$ cat src/irq_port_regs.svh
/*
  Register offsets, field positions and reset values of the serial port
  configuration, error counter and interrupt registers.
  Assumes a 13-bit register address taken from a long instruction.
*/
`ifndef IRQ_PORT_REGS_SVH
`define IRQ_PORT_REGS_SVH

// ----------------------------------------------------------------------
// Register offsets
// ----------------------------------------------------------------------
`define ADDR_PORT_CONFIG      13'h0000
`define ADDR_CLIP_COUNT       13'h0001
`define ADDR_PARITY_COUNT     13'h0002
`define ADDR_IRQ_ENABLE       13'h0003
`define ADDR_IRQ_STATUS       13'h0004

// ----------------------------------------------------------------------
// Field positions
// ----------------------------------------------------------------------
`define CFG_SDIO_BIDIR        7
`define CFG_LOW_BIT_ORDER     6
`define CFG_SOFT_RESET        5
`define CFG_LONG_INSTR        4
`define IRQ_PARITY_FAULT      7
`define IRQ_SELF_TEST_DONE    6
`define IRQ_PARAM_SET         5
`define IRQ_PARAM_CLEARED     4
`define IRQ_LOCK_GAINED       3
`define IRQ_LOCK_DROPPED      2
`define IRQ_CLIP_OVERFLOW     1
`define IRQ_RESERVED          0
`define INSTR_READ_BIT        15
`define INSTR_LAST_BIT        4'hf
`define DATA_LAST_BIT         4'h7

// ----------------------------------------------------------------------
// Reset values
// ----------------------------------------------------------------------
`define RST_PORT_CONFIG       8'h18
`define RST_IRQ_ENABLE        8'h00
`define RST_IRQ_STATUS        8'h00
`define RST_COUNT             8'h00
`define READ_UNMAPPED         8'h00

`endif

$ cat src/irq_port_pkg.sv
/*
  Types shared by the serial port register block.
  Assumes the constants of irq_port_regs.svh for offsets and fields.
*/
package irq_port_pkg;

  // ----------------------------------------------------------------------
  // Serial port sequencer states, Gray coded along idle-instr-data
  // ----------------------------------------------------------------------
  typedef enum logic [1:0] {
    ST_IDLE  = 2'b00,
    ST_INSTR = 2'b01,
    ST_DATA  = 2'b11,
    ST_SKIP  = 2'b10
  } spi_state_e;

endpackage : irq_port_pkg

$ cat src/irq_status_and_port_config.sv
/*
  Serial port register slave with the port configuration register, two
  saturating error counters, interrupt enable and write-one-to-clear status.
  Assumes spi_clk, spi_cs_n and the data pins are synchronous to ref_clk and
  spi_clk runs at no more than a quarter of ref_clk.
*/
`timescale 1ns/100ps
`include "irq_port_regs.svh"

module irq_status_and_port_config
  import irq_port_pkg::*;
#(
  parameter int ADDR_WIDTH = 13,
  parameter int DATA_WIDTH = 8
) (
  input  wire logic ref_clk,
  input  wire logic reset_n,
  input  wire logic clk_en,
  input  wire logic spi_clk,
  input  wire logic spi_cs_n,
  input  wire logic sdio_in,
  output logic      sdio_out,
  output logic      sdio_oe,
  output logic      sdo_out,
  output logic      sdo_oe,
  output logic      irq_n,
  output logic      soft_reset,
  output logic      low_bit_order_select,
  output logic      long_instruction_mode,
  input  wire logic summing_gain_stage,
  input  wire logic parity_fault_flag,
  input  wire logic self_test_finished_flag,
  input  wire logic param_update_set_event,
  input  wire logic param_update_cleared_event,
  input  wire logic handoff_lock_gained,
  input  wire logic handoff_lock_dropped,
  input  wire logic clip_overflow_flag
);

  typedef struct packed {
    spi_state_e            st;
    logic [3:0]            bit_cnt;
    logic [15:0]           instr;
    logic                  rd;
    logic [ADDR_WIDTH-1:0] addr;
    logic [DATA_WIDTH-1:0] rx;
    logic [DATA_WIDTH-1:0] tx;
    logic                  out_bit;
    logic                  sclk_q;
    logic [DATA_WIDTH-1:0] port_config;
    logic [DATA_WIDTH-1:0] interrupt_enable;
    logic [DATA_WIDTH-1:0] interrupt_status_clear;
    logic                  irq_n;
  } regs_s;

  regs_s                 state;
  regs_s                 next_state;
  logic [DATA_WIDTH-1:0] clip_sample_count;
  logic [DATA_WIDTH-1:0] parity_fault_count;
  logic                  clip_count_clear;
  logic                  parity_count_clear;

  // ----------------------------------------------------------------------
  // Register read decode
  // ----------------------------------------------------------------------
  function automatic logic [DATA_WIDTH-1:0] read_reg(
    input logic [ADDR_WIDTH-1:0] a,
    input regs_s                 s,
    input logic [DATA_WIDTH-1:0] clip_cnt,
    input logic [DATA_WIDTH-1:0] par_cnt
  );
    logic [DATA_WIDTH-1:0] d;
    d = `READ_UNMAPPED;
    case (a)
      `ADDR_PORT_CONFIG:  d = s.port_config;
      `ADDR_CLIP_COUNT:   d = clip_cnt;
      `ADDR_PARITY_COUNT: d = par_cnt;
      `ADDR_IRQ_ENABLE:   d = s.interrupt_enable;
      `ADDR_IRQ_STATUS:   d = s.interrupt_status_clear;
      default:            d = `READ_UNMAPPED;
    endcase
    return d;
  endfunction : read_reg

  // Shifts one received bit into a field in the configured bit order.
  function automatic logic [15:0] shift_in(
    input logic [15:0] v,
    input logic        b,
    input logic        lsb_first,
    input logic [3:0]  last
  );
    logic [15:0] r;
    r = {v[14:0], b};
    if (lsb_first) begin
      r = v >> 1;
      r[last] = b;
    end
    return r;
  endfunction : shift_in

  // ----------------------------------------------------------------------
  // Error counters
  // ----------------------------------------------------------------------
  sat_event_counter #(
    .WIDTH (DATA_WIDTH)
  ) u_clip_counter (
    .ref_clk    (ref_clk),
    .reset_n    (reset_n),
    .clk_en     (clk_en),
    .soft_clear (state.port_config[`CFG_SOFT_RESET]),
    .inc        (summing_gain_stage),
    .clear      (clip_count_clear),
    .count      (clip_sample_count)
  );

  sat_event_counter #(
    .WIDTH (DATA_WIDTH)
  ) u_parity_counter (
    .ref_clk    (ref_clk),
    .reset_n    (reset_n),
    .clk_en     (clk_en),
    .soft_clear (state.port_config[`CFG_SOFT_RESET]),
    .inc        (parity_fault_flag),
    .clear      (parity_count_clear),
    .count      (parity_fault_count)
  );

  // ----------------------------------------------------------------------
  // Next state
  // ----------------------------------------------------------------------
  always_comb begin
    logic                  sclk_rise;
    logic                  sclk_fall;
    logic                  lsb_first;
    logic                  wr_strobe;
    logic [DATA_WIDTH-1:0] wr_data;
    logic [DATA_WIDTH-1:0] ev;
    logic [DATA_WIDTH-1:0] set_bits;
    logic [DATA_WIDTH-1:0] clr_bits;
    logic [15:0]           shifted;

    sclk_rise          = spi_clk && !state.sclk_q;
    sclk_fall          = !spi_clk && state.sclk_q;
    lsb_first          = state.port_config[`CFG_LOW_BIT_ORDER];
    wr_strobe          = 1'b0;
    wr_data            = '0;
    shifted            = '0;
    ev                 = '0;
    set_bits           = '0;
    clr_bits           = '0;
    clip_count_clear   = 1'b0;
    parity_count_clear = 1'b0;
    next_state         = state;
    next_state.sclk_q  = spi_clk;

    // Serial sequencer: sample on rising, drive on falling edges.
    case (state.st)
      ST_IDLE: begin
        if (!spi_cs_n) begin
          next_state.st      = ST_INSTR;
          next_state.bit_cnt = '0;
        end
      end
      ST_INSTR: begin
        if (spi_cs_n) begin
          next_state.st = ST_IDLE;
        end else if (sclk_rise) begin
          shifted = shift_in(state.instr, sdio_in, lsb_first, `INSTR_LAST_BIT);
          next_state.instr   = shifted;
          next_state.bit_cnt = state.bit_cnt + 4'h1;
          if (state.bit_cnt == `INSTR_LAST_BIT) begin
            next_state.st      = ST_DATA;
            next_state.bit_cnt = '0;
            next_state.rd      = shifted[`INSTR_READ_BIT];
            next_state.addr    = shifted[ADDR_WIDTH-1:0];
            next_state.tx      = read_reg(shifted[ADDR_WIDTH-1:0], state,
                                          clip_sample_count, parity_fault_count);
          end
        end
      end
      ST_DATA: begin
        if (spi_cs_n) begin
          next_state.st = ST_IDLE;
        end else if (sclk_rise) begin
          shifted = shift_in({8'h00, state.rx}, sdio_in, lsb_first, `DATA_LAST_BIT);
          next_state.rx      = shifted[DATA_WIDTH-1:0];
          next_state.bit_cnt = state.bit_cnt + 4'h1;
          if (state.bit_cnt == `DATA_LAST_BIT) begin
            // Streaming: the address steps up after every byte.
            next_state.bit_cnt = '0;
            next_state.addr    = state.addr + ADDR_WIDTH'(1);
            next_state.tx      = read_reg(state.addr + ADDR_WIDTH'(1), state,
                                          clip_sample_count, parity_fault_count);
            wr_strobe          = !state.rd;
            wr_data            = shifted[DATA_WIDTH-1:0];
          end
        end else if (sclk_fall) begin
          next_state.out_bit = lsb_first ? state.tx[0] : state.tx[DATA_WIDTH-1];
          next_state.tx      = lsb_first ? (state.tx >> 1) : (state.tx << 1);
        end
      end
      ST_SKIP: begin
        if (spi_cs_n) begin
          next_state.st = ST_IDLE;
        end
      end
      default: begin
        next_state.st = ST_IDLE;
      end
    endcase

    // Register writes.
    if (wr_strobe) begin
      case (state.addr)
        `ADDR_PORT_CONFIG: begin
          // Bits 4..0 are stored as written; the host keeps them valid.
          next_state.port_config = wr_data;
        end
        `ADDR_IRQ_ENABLE: begin
          next_state.interrupt_enable = wr_data;
          next_state.interrupt_enable[`IRQ_RESERVED] = 1'b0;
        end
        `ADDR_IRQ_STATUS: begin
          clr_bits = wr_data;
          clip_count_clear   = wr_data[`IRQ_CLIP_OVERFLOW];
          parity_count_clear = wr_data[`IRQ_PARITY_FAULT];
        end
        default: begin
          clr_bits = '0;
        end
      endcase
    end
    clr_bits[`IRQ_LOCK_GAINED] = 1'b0;
    clr_bits[`IRQ_RESERVED]    = 1'b0;

    // Status: an event in the clear cycle still sets its bit.
    ev[`IRQ_PARITY_FAULT]   = parity_fault_flag;
    ev[`IRQ_SELF_TEST_DONE] = self_test_finished_flag;
    ev[`IRQ_PARAM_SET]      = param_update_set_event;
    ev[`IRQ_PARAM_CLEARED]  = param_update_cleared_event;
    ev[`IRQ_LOCK_DROPPED]   = handoff_lock_dropped;
    ev[`IRQ_CLIP_OVERFLOW]  = clip_overflow_flag;
    set_bits = ev & state.interrupt_enable;
    next_state.interrupt_status_clear =
      set_bits | (state.interrupt_status_clear & ~clr_bits);
    // The lock bit is a live level rather than a sticky event.
    next_state.interrupt_status_clear[`IRQ_LOCK_GAINED] =
      handoff_lock_gained && state.interrupt_enable[`IRQ_LOCK_GAINED];
    next_state.interrupt_status_clear[`IRQ_RESERVED] = 1'b0;

    next_state.irq_n = ~|(next_state.interrupt_status_clear &
                          next_state.interrupt_enable);

    // Soft reset: the set bit lives one cycle, then registers and counters return to reset and an open frame is skipped.
    if (state.port_config[`CFG_SOFT_RESET]) begin
      next_state                        = '0;
      next_state.st                     = spi_cs_n ? ST_IDLE : ST_SKIP;
      next_state.sclk_q                 = spi_clk;
      next_state.port_config            = `RST_PORT_CONFIG;
      next_state.interrupt_enable       = `RST_IRQ_ENABLE;
      next_state.interrupt_status_clear = `RST_IRQ_STATUS;
      next_state.irq_n                  = 1'b1;
    end
  end

  // ----------------------------------------------------------------------
  // State register
  // ----------------------------------------------------------------------
  always_ff @(posedge ref_clk or negedge reset_n) begin
    if (!reset_n) begin
      state                        <= '0;
      state.st                     <= ST_IDLE;
      state.port_config            <= `RST_PORT_CONFIG;
      state.interrupt_enable       <= `RST_IRQ_ENABLE;
      state.interrupt_status_clear <= `RST_IRQ_STATUS;
      state.irq_n                  <= 1'b1;
    end else if (clk_en) begin
      state <= next_state;
    end
  end

  // ----------------------------------------------------------------------
  // Outputs
  // ----------------------------------------------------------------------
  // Read data goes on the data pin in bidirectional mode, else on sdo.
  assign sdio_out = state.out_bit;
  assign sdo_out  = state.out_bit;
  assign sdio_oe  = (state.st == ST_DATA) && state.rd && !spi_cs_n &&
                    state.port_config[`CFG_SDIO_BIDIR];
  assign sdo_oe   = (state.st == ST_DATA) && state.rd && !spi_cs_n &&
                    !state.port_config[`CFG_SDIO_BIDIR];
  assign irq_n    = state.irq_n;
  assign soft_reset            = state.port_config[`CFG_SOFT_RESET];
  assign low_bit_order_select  = state.port_config[`CFG_LOW_BIT_ORDER];
  assign long_instruction_mode = state.port_config[`CFG_LONG_INSTR];

endmodule : irq_status_and_port_config

$ cat src/sat_event_counter.sv
/*
  Saturating event counter with clear, used for the error counters.
  Assumes event and clear strobes synchronous to ref_clk, one cycle each.
*/
`timescale 1ns/100ps
`include "irq_port_regs.svh"

module sat_event_counter #(
  parameter int WIDTH = 8
) (
  input  wire logic             ref_clk,
  input  wire logic             reset_n,
  input  wire logic             clk_en,
  input  wire logic             soft_clear,
  input  wire logic             inc,
  input  wire logic             clear,
  output logic      [WIDTH-1:0] count
);

  typedef struct packed {
    logic [WIDTH-1:0] count;
  } cnt_s;

  cnt_s state;
  cnt_s next_state;

  // ----------------------------------------------------------------------
  // Next value
  // ----------------------------------------------------------------------
  // An event in the clear cycle is kept, so the count restarts at one.
  always_comb begin
    next_state = state;
    if (soft_clear) begin
      next_state.count = '0;
    end else if (clear) begin
      next_state.count = inc ? WIDTH'(1) : '0;
    end else if (inc && (state.count != {WIDTH{1'b1}})) begin
      next_state.count = state.count + WIDTH'(1);
    end
  end

  always_ff @(posedge ref_clk or negedge reset_n) begin
    if (!reset_n) begin
      state.count <= '0;
    end else if (clk_en) begin
      state <= next_state;
    end
  end

  assign count = state.count;

endmodule : sat_event_counter

$ cat config.mk
export PLATFORM = sky130hd
export DESIGN_NAME = irq_status_and_port_config
export DESIGN_NICKNAME = d
export VERILOG_FILES = /design/src/irq_port_pkg.sv /design/src/irq_status_and_port_config.sv /design/src/sat_event_counter.sv
export VERILOG_INCLUDE_DIRS = /design/src
export SDC_FILE = /design/constraint.sdc
export NUM_CORES = 1
export LEC_CHECK = 0
export ABC_CLOCK_PERIOD_IN_PS = 2100
export BUFFER_PORTS_ARGS = -buffer_cell sky130_fd_sc_hd__buf_2
export CAP_MARGIN = 25
export CORE_ASPECT_RATIO = 2
export CORE_UTILIZATION = 50
export DETAILED_ROUTE_END_ITERATION = 8
export PLACE_DENSITY_LB_ADDON = 0.2
export SYNTH_ARGS = -nofsm -noshare
export SYNTH_HDL_FRONTEND = slang
export SYNTH_SLANG_ARGS = --single-unit
$ cat constraint.sdc
create_clock -name ref_clk -period 2.1 [get_ports ref_clk]
set_input_delay 0.315 -clock ref_clk [delete_from_list [all_inputs] [get_ports ref_clk]]
set_output_delay 0.315 -clock ref_clk [all_outputs]
set_load 0.1 [all_outputs]
==> metrics.md <==
| Metric | Value |
|---|---|
| Hold Path Stages | 3 |
| Longest Clk Path Bufs | 2 |
| Worst vdd ir | 0.538 mV |
| Layout cells sized above 1 | 23.3% |
| Setup crit start | low_bit_order_select |
| Failing checks | negative setup slack |
| Core area | roughly 12000 sq um |
| CP max FO | 19 |
| PortBufs | 21 |
| Number of I/O pins | 22 |
| Share of the synthesized area in the top cell type | 35.6% |
| CTS tree | built |
| Vias in the first global route | between 6000 and 7000 |
| Critical Path Start Type | flip-flop |
| CTS Buf Count | 9 |
| Crit path required time | 2.37 ns |
| Diode count | 0 |
| First-pass GRT wire length | 32900 microns |
| Final core utilization | 61.7% |
| Syn Area/Cell | 8.63 sq um |
| Vias post-DR | 6155 |
| R2r endpoint | irq_n |
| Relative slew slack | 63.0% |
| RSZ-0062 raised after global routing | true |
| Syn_nets | between 700 and 800 |
| Residual DRC count | 0 |
| Largest net degree at the start of global routing | 49 |
| Worst hold path type | in -> reg |
| Clock root buffer | clkbuf_16 |
| Final Non-Filler Cells | 957 |
| Max-cap violations | 0 |
| Dpl cells | ~940 |
| Cell Pwr Density | roughly 740 nW/um^2 |
| DR vias/cell | approximately 6.4 |
| Final Setup Violations | 1 |
| Synth-to-Final Area Change | 19.7% |
| Seq cells post-synth | 93 |
| Fin crit period | 2.11 ns |
| Most common cell in the netlist | dfrtp_1 |
| Synthesized cell area | 6330 sq um |
| Flop2flop setup slack | -0.008 ns |
| H-tree depth | 3 |
| Die Area | approximately 13000 sq um |
| Final ANT Viol Nets | 0 |
| CP arrival | between 2 and 2.5 ns |
| Run status | finished, violations left |
| Die Wd | 81.6 microns |
| Clock transition at path regs | 0.07 ns |
| Async S/R FF share, synth | 100% |
| Slowest CP cell | dfrtp_4 |
| Critical-path cell list | buf_12, mux2_4, a222oi_1, a22oi_1, or2_1, o31ai_2 |
| Area contributors post-synth | dfrtp_1 (36%), o21ai_0 (5.9%), nand2_1 (5.3%) |
| Slew Viols, Final | 0 |
| HPWL after detailed placement | 16100 microns |
| Seq/Total Area, Yosys | 36.8% |
| Max Freq | between 400 and 500 MHz |
| Initial drt markers | 477 |
| Reg2Reg Launch Point | low_bit_order_select |
| Top post-synthesis cells by count | dfrtp_1 (90), nand2_1 (89), o21ai_0 (74) |
| Cells after synthesis | between 700 and 800 |
| Final hold vios | 0 |
| TritonRoute pass-1 iters | 5 |
| Post-synth cell types | 77 |
| Leading area contributor after synthesis | dfrtp_1 |
| Initial antenna violation count | 0 |
| Starting Density | 51.6% |
| Fin Setup TNS | -0.00758 ns |
| CP peak stage delay | 0.56 ns |
| Clock Latency Late Sink | around 0.35 ns |
| Reg2Reg Depth | 6 |
| GRT Util Overall | 33.7% |
| End of the critical path | irq_n |
| Final worst setup slack | -0.00758 ns |
| Setup crit end kind | flip-flop |
| Leakage | 3.24 nW |
| Row count | 57 |
| Final period util | 100% |
| Grt ovf | 0 |
| Placer Congestion | 1.03 |
| Crit Path Category | reg -> reg |
| Predominant post-synthesis flop cell | dfrtp_1 |
| Warnings, synthesis | 0 |
| Die Ht | 161 microns |
| Routed wire length per instance | 21.9 microns |
| NumNets Final | 828 |
| Slew @ Worst Pin | 0.553 ns |
| Final worst clock skew | 0.0113 ns |
| Sinks on Clock Net | 93 |
| Post-synth EDFFs | 0 |
| Routed WL | between 20000 and 25000 microns |
[power breakdown]
group,internal (mW),switching [mW]
registers,2.05,0.364
logic,0.639,0.929
clock network,0.921,0.712
total,3.61,2.01
[cell type report]
class	count	area, sq um
fillers	1094	4690
multi-input cells	572	3840
repair buffers	109	846
clock inverters	5	61.3
well taps	147	184
inverters	21	78.8
clock buffers	10	229
flip-flops and latches	93	2340
[cells by family (layout without fill, tap and decap cells)]
group,count (synthesis),in the layout,share of synthesized area (%)
AND/OR/NAND/NOR,271,271,22.1
AO/OA/AOI/OAI,233,233,24.7
flip-flops,93,93,36.8
buffers and inverters,68,145,5.18
multiplexers,42,42,7.08
XOR/XNOR,18,18,2.49
adder cells (fa/ha/maj),8,8,1.58
[critical path: cells and delay by family (launching register included)]
family                 cells  cell delay, ns
muxes                      1            0.34
DFF                        1            0.56
and+or+nand+nor            1            0.23
AOI/OAI and AO/OA          3            0.69
buffers and inverters      1            0.20
[metal layers]
layer / part of all wire (%) / global-route usage (%) / vias up
li1: - / - / 2849
met1: 36 / 36.0 / 3007
met2: 53 / 59.4 / 214
met3: 4.3 / 5.14 / 85
met4: 6.7 / 21.2 / 0
met5: 0 / 0 / -
[worst min path at each step]
| stage | from | end | slack, ns |
|---|---|---|---|
| 6_report | summing_gain_stage | u_clip_counter.count[0] | 0.31 |
| 5_1_grt | handoff_lock_gained | state[4] | 0.32 |
| 4_1_cts | handoff_lock_gained | state[4] | 0.30 |
| 3_5_place_dp | reset_n | state[64] | 0.20 |
| 3_3_place_gp | reset_n | state[69] | 0.19 |
| 2_1_floorplan | reset_n | sdio_out | 0.02 |
[sequential cells by signal (all words and copies together) (netlist names)]
signal / flops
state: 72
u_parity_counter.count: 8
soft_reset: 1
low_bit_order_select: 1
sdio_out: 1
irq_n: 1
long_instruction_mode: 1
u_clip_counter.count: 8
[stage by stage]
stage | area (sq um) | total power, mW | setup slack [ns] | hold WS, ns
5_1_grt | 7570 | 5.92 | -0.0266 | 0.316
4_1_cts | 7410 | 5.56 | 0.00448 | 0.296
2_1_floorplan | 6380 | 3.29 | -0.0509 | 0.0194
6_report | 7570 | 5.62 | -0.00758 | 0.313
3_5_place_dp | 7090 | 3.91 | -0.0805 | 0.195
3_3_place_gp | 7090 | 3.85 | 0.0202 | 0.188
[timing repair]
item / in CTS / in global routing
endpoints found under the setup margin: 4 / 38
pin swaps: 1 / 21
gates cloned: 0 / 0
gates resized for setup: 6 / 35
endpoints found under the hold margin: 14 / 0
hold buffers: 1 / 0
setup buffers: 0 / 5
[cells in the final DEF (no fill, tap or decap), types with 6 or more instances in the layout]
| cell | instances |
|---|---|
| a31oi_1 | 9 |
| o2bb2ai_1 | 8 |
| xor2_1 | 13 |
| mux2i_1 | 28 |
| and3_1 | 13 |
| inv_1 | 19 |
| nand4_1 | 11 |
| mux2_2 | 7 |
| a22oi_1 | 22 |
| nor3_1 | 11 |
| nand3_1 | 21 |
| a21oi_1 | 32 |
| buf_2 | 18 |
| buf_4 | 83 |
| o31ai_1 | 25 |
| nor2_1 | 69 |
| clkbuf_16 | 9 |
| o21ai_0 | 70 |
| dfrtp_1 | 87 |
| nand2_1 | 89 |
| a311oi_1 | 6 |
Power figures use the tool's default switching activity.
